--- config.mk ---
export PLATFORM = sky130hd
export DESIGN_NAME = irq_sources
export DESIGN_NICKNAME = d
export VERILOG_FILES = /design/src/rtl/irq_pkg.sv /design/src/rtl/pin_edge_sync.sv /design/src/rtl/return_stack.sv /design/src/rtl/irq_sources.sv
export SDC_FILE = /design/constraint.sdc
export NUM_CORES = 2
export LEC_CHECK = 0
export BUFFER_PORTS_ARGS = -buffer_cell sky130_fd_sc_hd__buf_2
export CORE_ASPECT_RATIO = 2
export CORE_MARGIN = 10
export CORE_UTILIZATION = 61
export DETAILED_ROUTE_END_ITERATION = 12
export PLACE_DENSITY = 0.9
export SKIP_CTS_REPAIR_TIMING = 1
export SKIP_LAST_GASP = 1
export SYNTH_ARGS = -nofsm -noshare
export SYNTH_HDL_FRONTEND = slang
export SYNTH_SLANG_ARGS = --single-unit
--- constraint.sdc ---
create_clock -name clk -period 3.13 [get_ports clk]
set_input_delay 0.7825 -clock clk [delete_from_list [all_inputs] [get_ports clk]]
set_output_delay 0.7825 -clock clk [all_outputs]
set_load 0.03 [all_outputs]
--- src/rtl/irq_pkg.sv ---
// shared constants and types of the interrupt-source block
package irq_pkg;

	// -----------------------------------------------------------------
	// register byte offsets
	// -----------------------------------------------------------------
	localparam logic [7:0] addr_reset_cause = 8'h00;
	localparam logic [7:0] addr_main_ctrl = 8'h04;
	localparam logic [7:0] addr_second_ctrl = 8'h08;
	localparam logic [7:0] addr_third_ctrl = 8'h0c;
	localparam logic [7:0] addr_config = 8'h10;
	localparam logic [7:0] addr_irq_status = 8'h14;
	localparam logic [7:0] addr_irq_mask = 8'h18;

	// -----------------------------------------------------------------
	// field positions
	// -----------------------------------------------------------------
	localparam int rc_prio_en = 7;
	localparam int rc_sw_brownout = 6;
	localparam int rc_unused = 5;
	localparam int rc_reset_instr = 4;
	localparam int rc_wdt_timeout = 3;
	localparam int rc_powerdown = 2;
	localparam int mc_global = 7;
	localparam int mc_low_enable = 6;
	localparam int mc_timer0_en = 5;
	localparam int mc_ext0_en = 4;
	localparam int mc_portb_en = 3;
	localparam int mc_timer0_flag = 2;
	localparam int mc_ext0_flag = 1;
	localparam int mc_portb_flag = 0;
	localparam int sc_edge0 = 6;
	localparam int sc_edge1 = 5;
	localparam int sc_edge2 = 4;
	localparam int sc_timer0_prio = 2;
	localparam int sc_portb_prio = 0;
	localparam int tc_ext2_prio = 7;
	localparam int tc_ext1_prio = 6;
	localparam int tc_ext2_en = 4;
	localparam int tc_ext1_en = 3;
	localparam int tc_ext2_flag = 1;
	localparam int tc_ext1_flag = 0;
	localparam int cf_timer0_16bit = 0;

	// -----------------------------------------------------------------
	// reset values and sizes
	// -----------------------------------------------------------------
	localparam logic [7:0] reset_cause_init = 8'h1c;
	localparam logic [7:0] main_ctrl_init = 8'h00;
	localparam logic [7:0] second_ctrl_init = 8'hf5;
	localparam logic [7:0] third_ctrl_init = 8'hc0;
	localparam int pin_count = 7;
	localparam int pc_width = 21;
	localparam int stack_depth = 32;
	localparam int stack_ptr_width = 5;
	localparam int event_count = 6;

	typedef struct packed {
		logic [7:0] working;
		logic [7:0] status;
		logic [7:0] bank;
	} core_context_type;

	typedef struct packed {
		logic reset_instr;
		logic wdt_timeout;
		logic sleep_entry;
	} cause_events_type;

endpackage

--- src/rtl/pin_edge_sync.sv ---
// two-stage synchroniser and edge detector for the interrupt pins
`timescale 1ns/1ps
`default_nettype none
module pin_edge_sync (
	input wire logic clk,
	input wire logic reset,
	input wire logic ce,
	input wire logic [irq_pkg::pin_count-1:0] pins,
	output logic [irq_pkg::pin_count-1:0] rise,
	output logic [irq_pkg::pin_count-1:0] fall
);
	import irq_pkg::*;

	typedef struct packed {
		logic [pin_count-1:0] meta;
		logic [pin_count-1:0] stable;
		logic [pin_count-1:0] prev;
		logic [pin_count-1:0] rise;
		logic [pin_count-1:0] fall;
		logic [2:0] armed;
	} sync_state_type;

	sync_state_type s, next_s;

	always_comb begin
		next_s = s;
		next_s.meta = pins;
		next_s.stable = s.meta;
		next_s.prev = s.stable;
		next_s.armed = {s.armed[1:0], 1'b1};
		// only the second stage feeds the comparators; edges stay masked until
		// prev holds a real pin level, so a pin high through reset is no edge
		for (int i = 0; i < pin_count; i++) begin
			next_s.rise[i] = s.armed[2] & s.stable[i] & ~s.prev[i];
			next_s.fall[i] = s.armed[2] & ~s.stable[i] & s.prev[i];
		end
	end

	always_ff @(posedge clk) begin
		if (reset) begin
			s <= '0;
		end else if (ce) begin
			s <= next_s;
		end
	end

	assign rise = s.rise;
	assign fall = s.fall;
endmodule
`default_nettype wire

--- src/rtl/return_stack.sv ---
// return address stack with a registered top-of-stack output
`timescale 1ns/1ps
`default_nettype none
module return_stack (
	input wire logic clk,
	input wire logic reset,
	input wire logic ce,
	input wire logic push,
	input wire logic pop,
	input wire logic [irq_pkg::pc_width-1:0] push_pc,
	output logic [irq_pkg::pc_width-1:0] top_pc
);
	import irq_pkg::*;

	typedef struct packed {
		logic [stack_depth-1:0][pc_width-1:0] mem;
		logic [stack_ptr_width-1:0] ptr;
		logic [pc_width-1:0] top;
	} stack_state_type;

	stack_state_type s, next_s;

	always_comb begin
		next_s = s;
		// push wins when both arrive; the pointer wraps on overflow
		if (push) begin
			next_s.mem[s.ptr] = push_pc;
			next_s.ptr = s.ptr + 5'h01;
			next_s.top = push_pc;
		end else if (pop) begin
			next_s.ptr = s.ptr - 5'h01;
			next_s.top = s.mem[s.ptr - 5'h02];
		end
	end

	always_ff @(posedge clk) begin
		if (reset) begin
			s <= '0;
		end else if (ce) begin
			s <= next_s;
		end
	end

	assign top_pc = s.top;
endmodule
`default_nettype wire

--- src/rtl/irq_sources.sv ---
// interrupt sources, priority steering and context saving of the core
//
// Decided for this implementation: the address map and the Wishbone slave port.
`timescale 1ns/1ps
`default_nettype none
module irq_sources (
	input wire logic clk,
	input wire logic reset,
	input wire logic ce,
	input wire logic wb_cyc_i,
	input wire logic wb_stb_i,
	input wire logic wb_we_i,
	input wire logic [7:0] wb_adr_i,
	input wire logic [31:0] wb_dat_i,
	input wire logic [3:0] wb_sel_i,
	output logic [31:0] wb_dat_o,
	output logic wb_ack_o,
	input wire logic [2:0] ext_pin,
	input wire logic [3:0] portb_upper,
	input wire logic [15:0] timer0_value,
	input wire irq_pkg::cause_events_type cause_events,
	input wire logic core_sleeping,
	input wire logic core_irq_entry,
	input wire logic core_return,
	input wire logic [irq_pkg::pc_width-1:0] core_pc,
	input wire irq_pkg::core_context_type core_context,
	output logic irq_high,
	output logic irq_low,
	output logic wake_request,
	output irq_pkg::core_context_type fast_shadow,
	output logic [irq_pkg::pc_width-1:0] stack_top,
	output logic irq
);
	import irq_pkg::*;

	// -----------------------------------------------------------------
	// state
	// -----------------------------------------------------------------
	typedef struct packed {
		logic [7:0] reset_cause;
		logic [7:0] main_ctrl;
		logic [7:0] second_ctrl;
		logic [7:0] third_ctrl;
		logic [7:0] config_reg;
		logic [event_count-1:0] status;
		logic [event_count-1:0] mask;
		logic [15:0] timer_prev;
		logic ack;
		logic [31:0] rdata;
		logic irq_high;
		logic irq_low;
		logic wake;
		logic irq;
		core_context_type shadow;
	} main_state_type;

	main_state_type s, next_s;

	logic [pin_count-1:0] pin_rise;
	logic [pin_count-1:0] pin_fall;
	logic [2:0] ext_edge;
	logic portb_change;
	logic timer_wrap;
	logic ext0_req;
	logic ext1_req;
	logic ext2_req;
	logic timer_req;
	logic portb_req;
	logic any_req;
	logic high_req;
	logic low_req;
	logic ext_pending;

	logic access;
	logic do_write;
	logic do_read;
	logic wr_reset_cause;
	logic wr_main;
	logic wr_second;
	logic wr_third;
	logic wr_config;
	logic wr_mask;
	logic [7:0] wbyte;
	logic [7:0] read_value;

	logic [event_count-1:0] new_events;

	function automatic logic hit(input logic [7:0] adr, input logic [7:0] target);
		hit = adr == target;
	endfunction

	// the edge select bit picks which detector output counts for a pin
	function automatic logic edge_pick(input logic sel, input logic up, input logic down);
		edge_pick = sel ? up : down;
	endfunction

	// -----------------------------------------------------------------
	// helpers
	// -----------------------------------------------------------------
	pin_edge_sync u_sync (
		.clk(clk),
		.reset(reset),
		.ce(ce),
		.pins({portb_upper, ext_pin}),
		.rise(pin_rise),
		.fall(pin_fall)
	);

	return_stack u_stack (
		.clk(clk),
		.reset(reset),
		.ce(ce),
		.push(core_irq_entry),
		.pop(core_return),
		.push_pc(core_pc),
		.top_pc(stack_top)
	);

	// -----------------------------------------------------------------
	// event detection
	// -----------------------------------------------------------------
	always_comb begin
		ext_edge[0] = edge_pick(s.second_ctrl[sc_edge0], pin_rise[0], pin_fall[0]);
		ext_edge[1] = edge_pick(s.second_ctrl[sc_edge1], pin_rise[1], pin_fall[1]);
		ext_edge[2] = edge_pick(s.second_ctrl[sc_edge2], pin_rise[2], pin_fall[2]);
		portb_change = |(pin_rise[6:3] | pin_fall[6:3]);
		if (s.config_reg[cf_timer0_16bit]) begin
			timer_wrap = s.timer_prev == 16'hffff && timer0_value == 16'h0000;
		end else begin
			timer_wrap = s.timer_prev[7:0] == 8'hff && timer0_value[7:0] == 8'h00;
		end
	end

	// -----------------------------------------------------------------
	// requests and priority steering
	// -----------------------------------------------------------------
	always_comb begin
		// a source asks only with flag and enable both set
		ext0_req = s.main_ctrl[mc_ext0_flag] & s.main_ctrl[mc_ext0_en];
		ext1_req = s.third_ctrl[tc_ext1_flag] & s.third_ctrl[tc_ext1_en];
		ext2_req = s.third_ctrl[tc_ext2_flag] & s.third_ctrl[tc_ext2_en];
		timer_req = s.main_ctrl[mc_timer0_flag] & s.main_ctrl[mc_timer0_en];
		portb_req = s.main_ctrl[mc_portb_flag] & s.main_ctrl[mc_portb_en];
		any_req = ext0_req | ext1_req | ext2_req | timer_req | portb_req;
		ext_pending = ext0_req | ext1_req | ext2_req;
		// pin 0 has no priority bit and is always high
		high_req = ext0_req
			| (ext1_req & s.third_ctrl[tc_ext1_prio])
			| (ext2_req & s.third_ctrl[tc_ext2_prio])
			| (timer_req & s.second_ctrl[sc_timer0_prio])
			| (portb_req & s.second_ctrl[sc_portb_prio]);
		low_req = any_req & ~high_req;
		if (s.reset_cause[rc_prio_en]) begin
			// low level needs both the global and the low-level enable
			high_req = high_req & s.main_ctrl[mc_global];
			low_req = low_req & s.main_ctrl[mc_global] & s.main_ctrl[mc_low_enable];
		end else begin
			// compatibility: one level, priority bits ignored
			high_req = any_req & s.main_ctrl[mc_global];
			low_req = 1'b0;
		end
	end

	// -----------------------------------------------------------------
	// register bus decode
	// -----------------------------------------------------------------
	always_comb begin
		access = wb_cyc_i & wb_stb_i & ~s.ack;
		do_write = access & wb_we_i & wb_sel_i[0];
		do_read = access & ~wb_we_i;
		wbyte = wb_dat_i[7:0];
		new_events = {core_sleeping & ext_pending, portb_change, timer_wrap, ext_edge};
	end

	// -----------------------------------------------------------------
	// write strobes
	// -----------------------------------------------------------------
	// a write with sel[0] low is still acked but changes nothing
	always_comb begin
		wr_reset_cause = do_write & hit(wb_adr_i, addr_reset_cause);
		wr_main = do_write & hit(wb_adr_i, addr_main_ctrl);
		wr_second = do_write & hit(wb_adr_i, addr_second_ctrl);
		wr_third = do_write & hit(wb_adr_i, addr_third_ctrl);
		wr_config = do_write & hit(wb_adr_i, addr_config);
		wr_mask = do_write & hit(wb_adr_i, addr_irq_mask);
	end

	// -----------------------------------------------------------------
	// read multiplexer
	// -----------------------------------------------------------------
	// unmapped offsets read zero, so probing the map is harmless
	always_comb begin
		read_value = 8'h00;
		case (wb_adr_i)
			addr_reset_cause: begin
				read_value = s.reset_cause;
			end
			addr_main_ctrl: begin
				read_value = s.main_ctrl;
			end
			addr_second_ctrl: begin
				read_value = s.second_ctrl;
			end
			addr_third_ctrl: begin
				read_value = s.third_ctrl;
			end
			addr_config: begin
				read_value = s.config_reg;
			end
			addr_irq_status: begin
				read_value = 8'(s.status);
			end
			addr_irq_mask: begin
				read_value = 8'(s.mask);
			end
			default: begin
				read_value = 8'h00;
			end
		endcase
	end

	// -----------------------------------------------------------------
	// next state
	// -----------------------------------------------------------------
	always_comb begin
		next_s = s;
		// the last count is kept one cycle so a wrap is seen by both its ends
		next_s.timer_prev = timer0_value;
		next_s.ack = access;
		next_s.rdata = 32'h0000_0000;

		if (wr_reset_cause) begin
			// of the flags that hardware owns, only rc_reset_instr is writable by software
			next_s.reset_cause[rc_prio_en] = wbyte[rc_prio_en];
			next_s.reset_cause[rc_sw_brownout] = wbyte[rc_sw_brownout];
			next_s.reset_cause[rc_reset_instr] = wbyte[rc_reset_instr];
			next_s.reset_cause[1:0] = wbyte[1:0];
		end
		if (wr_main) begin
			next_s.main_ctrl = wbyte;
		end
		if (wr_second) begin
			next_s.second_ctrl = wbyte;
		end
		if (wr_third) begin
			next_s.third_ctrl = wbyte;
		end
		if (wr_config) begin
			next_s.config_reg = {7'h00, wbyte[cf_timer0_16bit]};
		end
		if (wr_mask) begin
			next_s.mask = wbyte[event_count-1:0];
		end

		if (do_read) begin
			next_s.rdata = {24'h00_0000, read_value};
		end
		// a status read clears what it reported; events below still land
		if (do_read && hit(wb_adr_i, addr_irq_status)) begin
			next_s.status = '0;
		end

		// reset-cause flags fall on their events
		if (cause_events.reset_instr) begin
			next_s.reset_cause[rc_reset_instr] = 1'b0;
		end
		if (cause_events.wdt_timeout) begin
			next_s.reset_cause[rc_wdt_timeout] = 1'b0;
		end
		if (cause_events.sleep_entry) begin
			next_s.reset_cause[rc_powerdown] = 1'b0;
		end
		next_s.reset_cause[rc_unused] = 1'b0;

		// events set flags whatever the enables, after any software clear;
		// only software clears them again, so a stale flag re-enters at once
		if (ext_edge[0]) begin
			next_s.main_ctrl[mc_ext0_flag] = 1'b1;
		end
		if (ext_edge[1]) begin
			next_s.third_ctrl[tc_ext1_flag] = 1'b1;
		end
		if (ext_edge[2]) begin
			next_s.third_ctrl[tc_ext2_flag] = 1'b1;
		end
		if (timer_wrap) begin
			next_s.main_ctrl[mc_timer0_flag] = 1'b1;
		end
		if (portb_change) begin
			next_s.main_ctrl[mc_portb_flag] = 1'b1;
		end
		next_s.status = next_s.status | new_events;

		// wake needs only sleep and an enabled pending pin; the vector also needs global
		next_s.wake = core_sleeping & ext_pending;
		next_s.irq_high = high_req;
		next_s.irq_low = low_req;
		next_s.irq = |(s.status & s.mask);

		if (core_irq_entry) begin
			next_s.shadow = core_context;
		end
	end

	always_ff @(posedge clk) begin
		if (reset) begin
			s <= '0;
			s.reset_cause <= reset_cause_init;
			s.main_ctrl <= main_ctrl_init;
			s.second_ctrl <= second_ctrl_init;
			s.third_ctrl <= third_ctrl_init;
		end else if (ce) begin
			s <= next_s;
		end
	end

	// -----------------------------------------------------------------
	// outputs
	// -----------------------------------------------------------------
	assign wb_dat_o = s.rdata;
	assign wb_ack_o = s.ack;
	assign irq_high = s.irq_high;
	assign irq_low = s.irq_low;
	assign wake_request = s.wake;
	assign fast_shadow = s.shadow;
	assign irq = s.irq;
endmodule
`default_nettype wire

=== Yosys cells after proc, flatten, opt, wreduce, memory -nomap -nowiden ===
Cells that the tools add are included.

* $add $sub $neg: 3
* Order comparisons: 3
* Reductions and logical operators: 32
* Bitwise operators: 82
* Mux-type cells: 25
* Equal/unequal tests: 8

{| class="wikitable"
|+ Operator list
! kind !! number
|-
| 672-bit bitwise mux || 1
|-
| 21-bit binary-select mux with 5-bit select || 1
|-
| 21-bit demux with 5-bit select || 1
|-
| 8-bit case mux with 7 select lines || 1
|-
| 1-bit AND || 54
|-
| 26-bit two-way mux || 2
|-
| 21-bit two-way mux || 2
|-
| 2-bit AND reduction || 16
|-
| 8-bit by 5-bit == test with 1-bit output (second input constant) || 3
|-
| 1-bit NOT || 17
|-
| 16-bit == test (second input constant) || 1
|-
| 8-bit by 4-bit == test with 1-bit output (second input constant) || 2
|-
| 16-bit zero test || 1
|-
| 8-bit zero test || 2
|-
| 2-bit nonzero test || 7
|-
| 1-bit two-way mux || 13
|-
| 5-bit by 6-bit < comparator with 1-bit output (second input constant) || 2
|-
| 8-bit by 3-bit == test with 1-bit output (second input constant) || 1
|-
| 8-bit == test (second input constant) || 1
|-
| 8-bit two-way mux || 1
|-
| 1-bit bitwise OR || 8
|-
| 6-bit AND || 1
|-
| 6-bit two-way mux || 1
|-
| 6-bit bitwise OR || 1
|-
| 10 further kinds || 13
|}

* Input port bits: 124
* Flip-flop bits (word level): 857

=== Depth between registers and ports, before layout ===
* Depth in word-level cells: 11
* Gate-level depth with buffers: 12

=== Cells and area by module ===
Synthesis repeated with hierarchy kept, for this count alone.

* Cells, all modules: 4446
* Area, all modules: 36608.9 sq um

{| class="wikitable"
|+ By module, submodules not included
! module !! times used !! cells each !! seq. area each (sq um) !! area each (sq um)
|-
| return_stack || 1 || 3749 || 13973.4 || 30316.6
|-
| irq_sources || 1 || 544 || 1941.9 || 4719.5
|-
| pin_edge_sync || 1 || 153 || 760.7 || 1572.8
|}

=== Worst setup path after synthesis ===
OpenSTA, ideal clock, no wires.

* Kind: input-to-reg
* From: in core_irq_entry
* To: reg u_stack.s[25] in the netlist's numbering
* Data arrival time: 2.623 ns
* Stages on the path: 10
* Slack: 0.380 ns
* Buffers on the path: 2
* Setup time: 0.128 ns
* Path through: buf_2 buf_1 clkinv_1 ha_1 nor2b_1 o21ai_0 a21oi_1 o21ai_0 xnor2_1 nor2_1

* Longest elaborated chain between the ends: 2
* Elaborated cells between the ends (all ways): 3
* Classes of those cells: mux: 1; reduce/logical: 2

{| class="wikitable"
|+ RTL lines
! what !! line !! text
|-
| start: declaration || irq_sources.sv:23 || <nowiki>input wire logic core_irq_entry,</nowiki>
|-
| 2-bit nonzero test (no source line) || -- ||
|-
| 2-bit AND reduction (no source line) || -- ||
|-
| end signal: assignment || return_stack.sv:40 || <nowiki>s <= next_s;</nowiki>
|-
| end: declaration || return_stack.sv:21 || <nowiki>stack_state_type s, next_s;</nowiki>
|}

Parallel ways exist; a longest one is shown, timed or not.
A chain may end at the register's enable or synchronous reset.

=== Worst setup path in the final report ===
* From: reg u_stack.s[23] in the netlist's numbering
* To: reg u_stack.s (netlist bit u_stack.top_pc[8])

* Longest elaborated chain between the ends: 5

{| class="wikitable"
|+ RTL lines
! what !! line !! text
|-
| 5-bit by 2-bit subtractor with 5-bit output || return_stack.sv:32 || <nowiki>next_s.top = s.mem[s.ptr - 5'h02];</nowiki>
|-
| 21-bit binary-select mux with 5-bit select || return_stack.sv:32 ||
|-
| 21-bit two-way mux (implied by the code) || return_stack.sv:32 ||
|-
| 26-bit two-way mux || return_stack.sv:30 || <nowiki>end else if (pop) begin</nowiki>
|-
| 26-bit two-way mux || return_stack.sv:26 || <nowiki>if (push) begin</nowiki>
|}

Every way passes these cells. The select of a mux whose other input is x is not followed.

==> summary.txt <==
Drt
  – Antenna Nets Post-Route: 0
  – Via density: about 6.4
  – Drt initial violations: approximately 3,700
  – Vias: approximately 33,000
  – Drt first pass iters: 6
  – Drt drc: 0
  – Routed len/inst: approximately 22 um
  – Routed Wire Length: approximately 110 mm

Die
  – # rows: around 130
  – Chip Width: between 150 and 200 um
  – Core area: just under 0.06 sq mm
  – Die Height: 364 um
  – Initial Util: between 60 and 70%
  – Die area: approximately 0.07 sq mm
  – Io pins: between 200 and 250

Power
  – Clock group share of total power: between 40% and 50%
  – Leakage: between 10 and 15 nW
  – Net Sw Power: ~5.5 mW
  – Sequential share of power: 49.3%
  – Pwr dens: around 560 mW/mm^2
  – Sw Ratio: 24.9%
  – Combinational fraction of design power: under 10%
  – Int Pwr: between 15 and 20 mW
  – Worst VDD drop: around 430 uV

Yosys
  – Flops & latches, synth: approximately 830
  – Yosys top cell by area: dfxtp_1
  – Area share of the leading cell type in the synthesized netlist: between 40% and 50%
  – Ys Warns: 0
  – Synthesized netlist cell count: about 4,400
  – Avg Synthesized Cell Area: slightly above 8 sq um
  – Sequential element share of the synthesized area: between 40% and 50%
  – EDFF count, synth: 0
  – Main area contributors after synthesis: dfxtp_1 (46%), nand2_1 (16%), a21oi_1 (11%), mux4_2 (9.6%), mux2i_1 (3.2%)
  – Top FF cell, synth: dfxtp_1
  – Post-synth cell types: 61
  – Async set-or-reset flop fraction in the synthesized netlist: 0%
  – Post-Syn Area: 0.0361 sq mm

Placed design
  – PortBufs: about 150
  – Detailed-placement wirelength estimate: between 70 and 80 mm
  – Placed Instances: 4,979
  – Final RePlAce weighted congestion: just over 0.9

Timing
  – Hold Worst Slack: 416 ps
  – Slew margin rel.: between 20% and 30%
  – Finish-stage setup viols: 0
  – Final hold viol count: 0
  – Final Cycle Share: about 92%
  – Final setup TNS: 0 ps
  – Slew Limit Fails: 0
  – Max frequency: 348 MHz
  – Clk_skew: around 27 ps
  – RSZ-0062 raised after global routing: no
  – Min cycle time layout: roughly 2900 ps
  – Worst Max-Slew Pin Slew: approximately 1100 ps

Critical path
  – WS Path Type: flop to flop
  – CP endpoint kind: flop
  – Crit path max fanout: 27
  – Critical path data required time: approximately 3700 ps
  – Crit path DAT: around 3400 ps
  – Startpoint Class: flop

Layout
  – Final Net Count: roughly 4,400
  – Sequential Area: about 0.017 sq mm
  – Fill cells: roughly 4,200
  – Final std cells w/o fill: 5,105
  – Synth-to-layout area growth: 9.22%
  – Share of layout cells above drive strength 1: between 10% and 20%
  – Footprint of the multi-input gates: ~0.017 sq mm

Global route
  – Largest net degree at the start of global routing: 133
  – Grt ovf: 0
  – GRT Total Usage: 31.6%
  – Initial antenna violation count: 1
  – Vias in the first global route: between 30,000 and 40,000
  – First-pass GRT wire length: ~170 mm

Clock tree
  – Max Buffers Root-to-Sink: 3
  – CTS H-tree lvls: 3
  – CTS Buf Count: 68
  – Clock Sinks: between 800 and 900
  – CTS tree: done
  – Clk pin slew, worst setup/hold paths: approximately 70 ps
  – Worst-skew pair later-pin latency: approximately 630 ps
  – Root buf cell: clkbuf_16

Outcome
  – Outcome: finished, final reports clean

Run
  – Max Cap Viol: 0

Worst hold path
  – Hold Crit Class: input pin to flop
final cells by class:
cell class	count	share of cell area (%)
diodes	4	0.0254
clock buffers	102	5.34
clock inverters	20	0.593
inverters	11	0.111
multi-input cells	3058	43.7
flip-flops and latches	833	42.3
well taps	768	2.44
repair buffers	309	5.47
flip-flops by register name, summed over array words and instances, names as in the netlist:
signal and cells:
wake_request 1, u_sync.rise 7, wb_dat_o 8, u_sync.fall 7
u_sync.s 8, wb_ack_o 1, u_stack.top_pc 21, irq 1
irq_high 1, u_stack.s 677, s 60, u_sync.next_s 16
irq_low 1, fast_shadow 24
placed cells by master, fill, tap and decap left out, types with 7 or more instances in the layout:
master	netlist	layout
o21ai_0	33	33
nand2_1	1495	1495
nor4bb_1	8	8
a211oi_1	12	12
nand3_1	22	22
nor2_1	164	163
clkbuf_16	0	73
inv_1	8	7
conb_1	1	24
a21oi_1	768	768
a221oi_1	20	20
a211o_1	8	8
and3_1	10	10
buf_12	0	17
o22ai_1	8	8
nand4b_1	15	15
nor4_1	9	9
mux2_2	15	15
buf_2	96	152
a22oi_1	14	14
nor3_2	3	7
mux4_2	154	154
clkbuf_1	272	12
nor2b_1	14	14
clkbuf_8	0	17
clkinv_2	0	12
mux2i_1	116	116
nor3_1	48	44
dfxtp_1	833	831
buf_4	83	139
nand2b_1	21	21
cell usage after synthesis, types with 4 or more instances:
library cell / instances
a22oi_1: 14
nor4_1: 9
o21ai_0: 33
a21o_1: 4
nor4bb_1: 8
mux2_2: 15
nand4_1: 6
buf_4: 83
a211o_1: 8
nor2b_1: 14
a21oi_1: 768
ha_1: 4
mux4_2: 154
nand3_1: 22
inv_1: 8
and3_1: 10
o221ai_1: 5
nand2_1: 1495
dfxtp_1: 833
a221oi_1: 20
buf_2: 96
a22o_1: 6
nand2b_1: 21
or3_1: 6
clkbuf_2: 17
a211oi_1: 12
buf_1: 14
nor3b_1: 5
o22ai_1: 8
clkbuf_1: 272
nor3_1: 48
nand4b_1: 15
nor2_1: 164
mux2i_1: 116
critical path, stage by stage (launching register included):
cell	delay [ps]
dfxtp_1	340
inv_1	170
ha_4	640
buf_4	330
mux4_2	230
mux2i_1	100
o221ai_1	670
nor2_1	110
nor3_1	180
routing by layer:
metal	GRT usage (%)	routed length [um]	vias up
li1	-	-	14400
met1	31.4	34700	15300
met2	54.7	56900	2337
met3	6.63	11600	763
met4	27.3	10100	2
met5	0	10	-
power groups by stage:
stage	Sequential (mW)	Clock, mW	Combinational, mW
after global placement	11.0	0	1.99
after global routing	10.8	9.42	2.19
after detailed placement	11.0	0	2.01
final	10.8	9.02	2.10
after floorplan	11.0	0	1.49
after CTS	10.8	9.02	2.03
metrics by stage:
step | cell area [sq um] | power [mW] | setup slack, ps | utilization (%)
after global routing | 39500 | 22.4 | 199 | 67.1
final | 39500 | 21.9 | 260 | 67.1
after global placement | 37100 | 13.0 | 368 | 63.1
after detailed placement | 37100 | 13.1 | 362 | 63.1
after CTS | 39500 | 21.9 | 493 | 67.1
after floorplan | 36200 | 12.5 | 380 | -
worst paths after layout:
check	to	slack, ps	start	depth (start not counted)
setup / recovery	u_stack.top_pc[8]	260	u_stack.s[23]	8
hold / removal	fast_shadow[23]	420	core_context[23]	3
setup reg to reg	u_stack.top_pc[8]	260	u_stack.s[23]	8
hold reg to reg	fast_shadow[20]	450	fast_shadow[20]	2
logic make-up (layout without fill, tap and decap cells):
group | after synthesis | count (layout) | synth area share [%]
compound gates | 900 | 900 | 13.3
flops | 833 | 833 | 46.2
simple gates | 1840 | 1840 | 20.5
other cells | 1 | 28 | 0.0104
xor+xnor | 4 | 4 | 0.0970
buf+inv | 496 | 442 | 6.47
mux | 285 | 285 | 13.3
fa+ha+maj | 5 | 5 | 0.194
No activity file was read; power rests on OpenSTA's default activity.
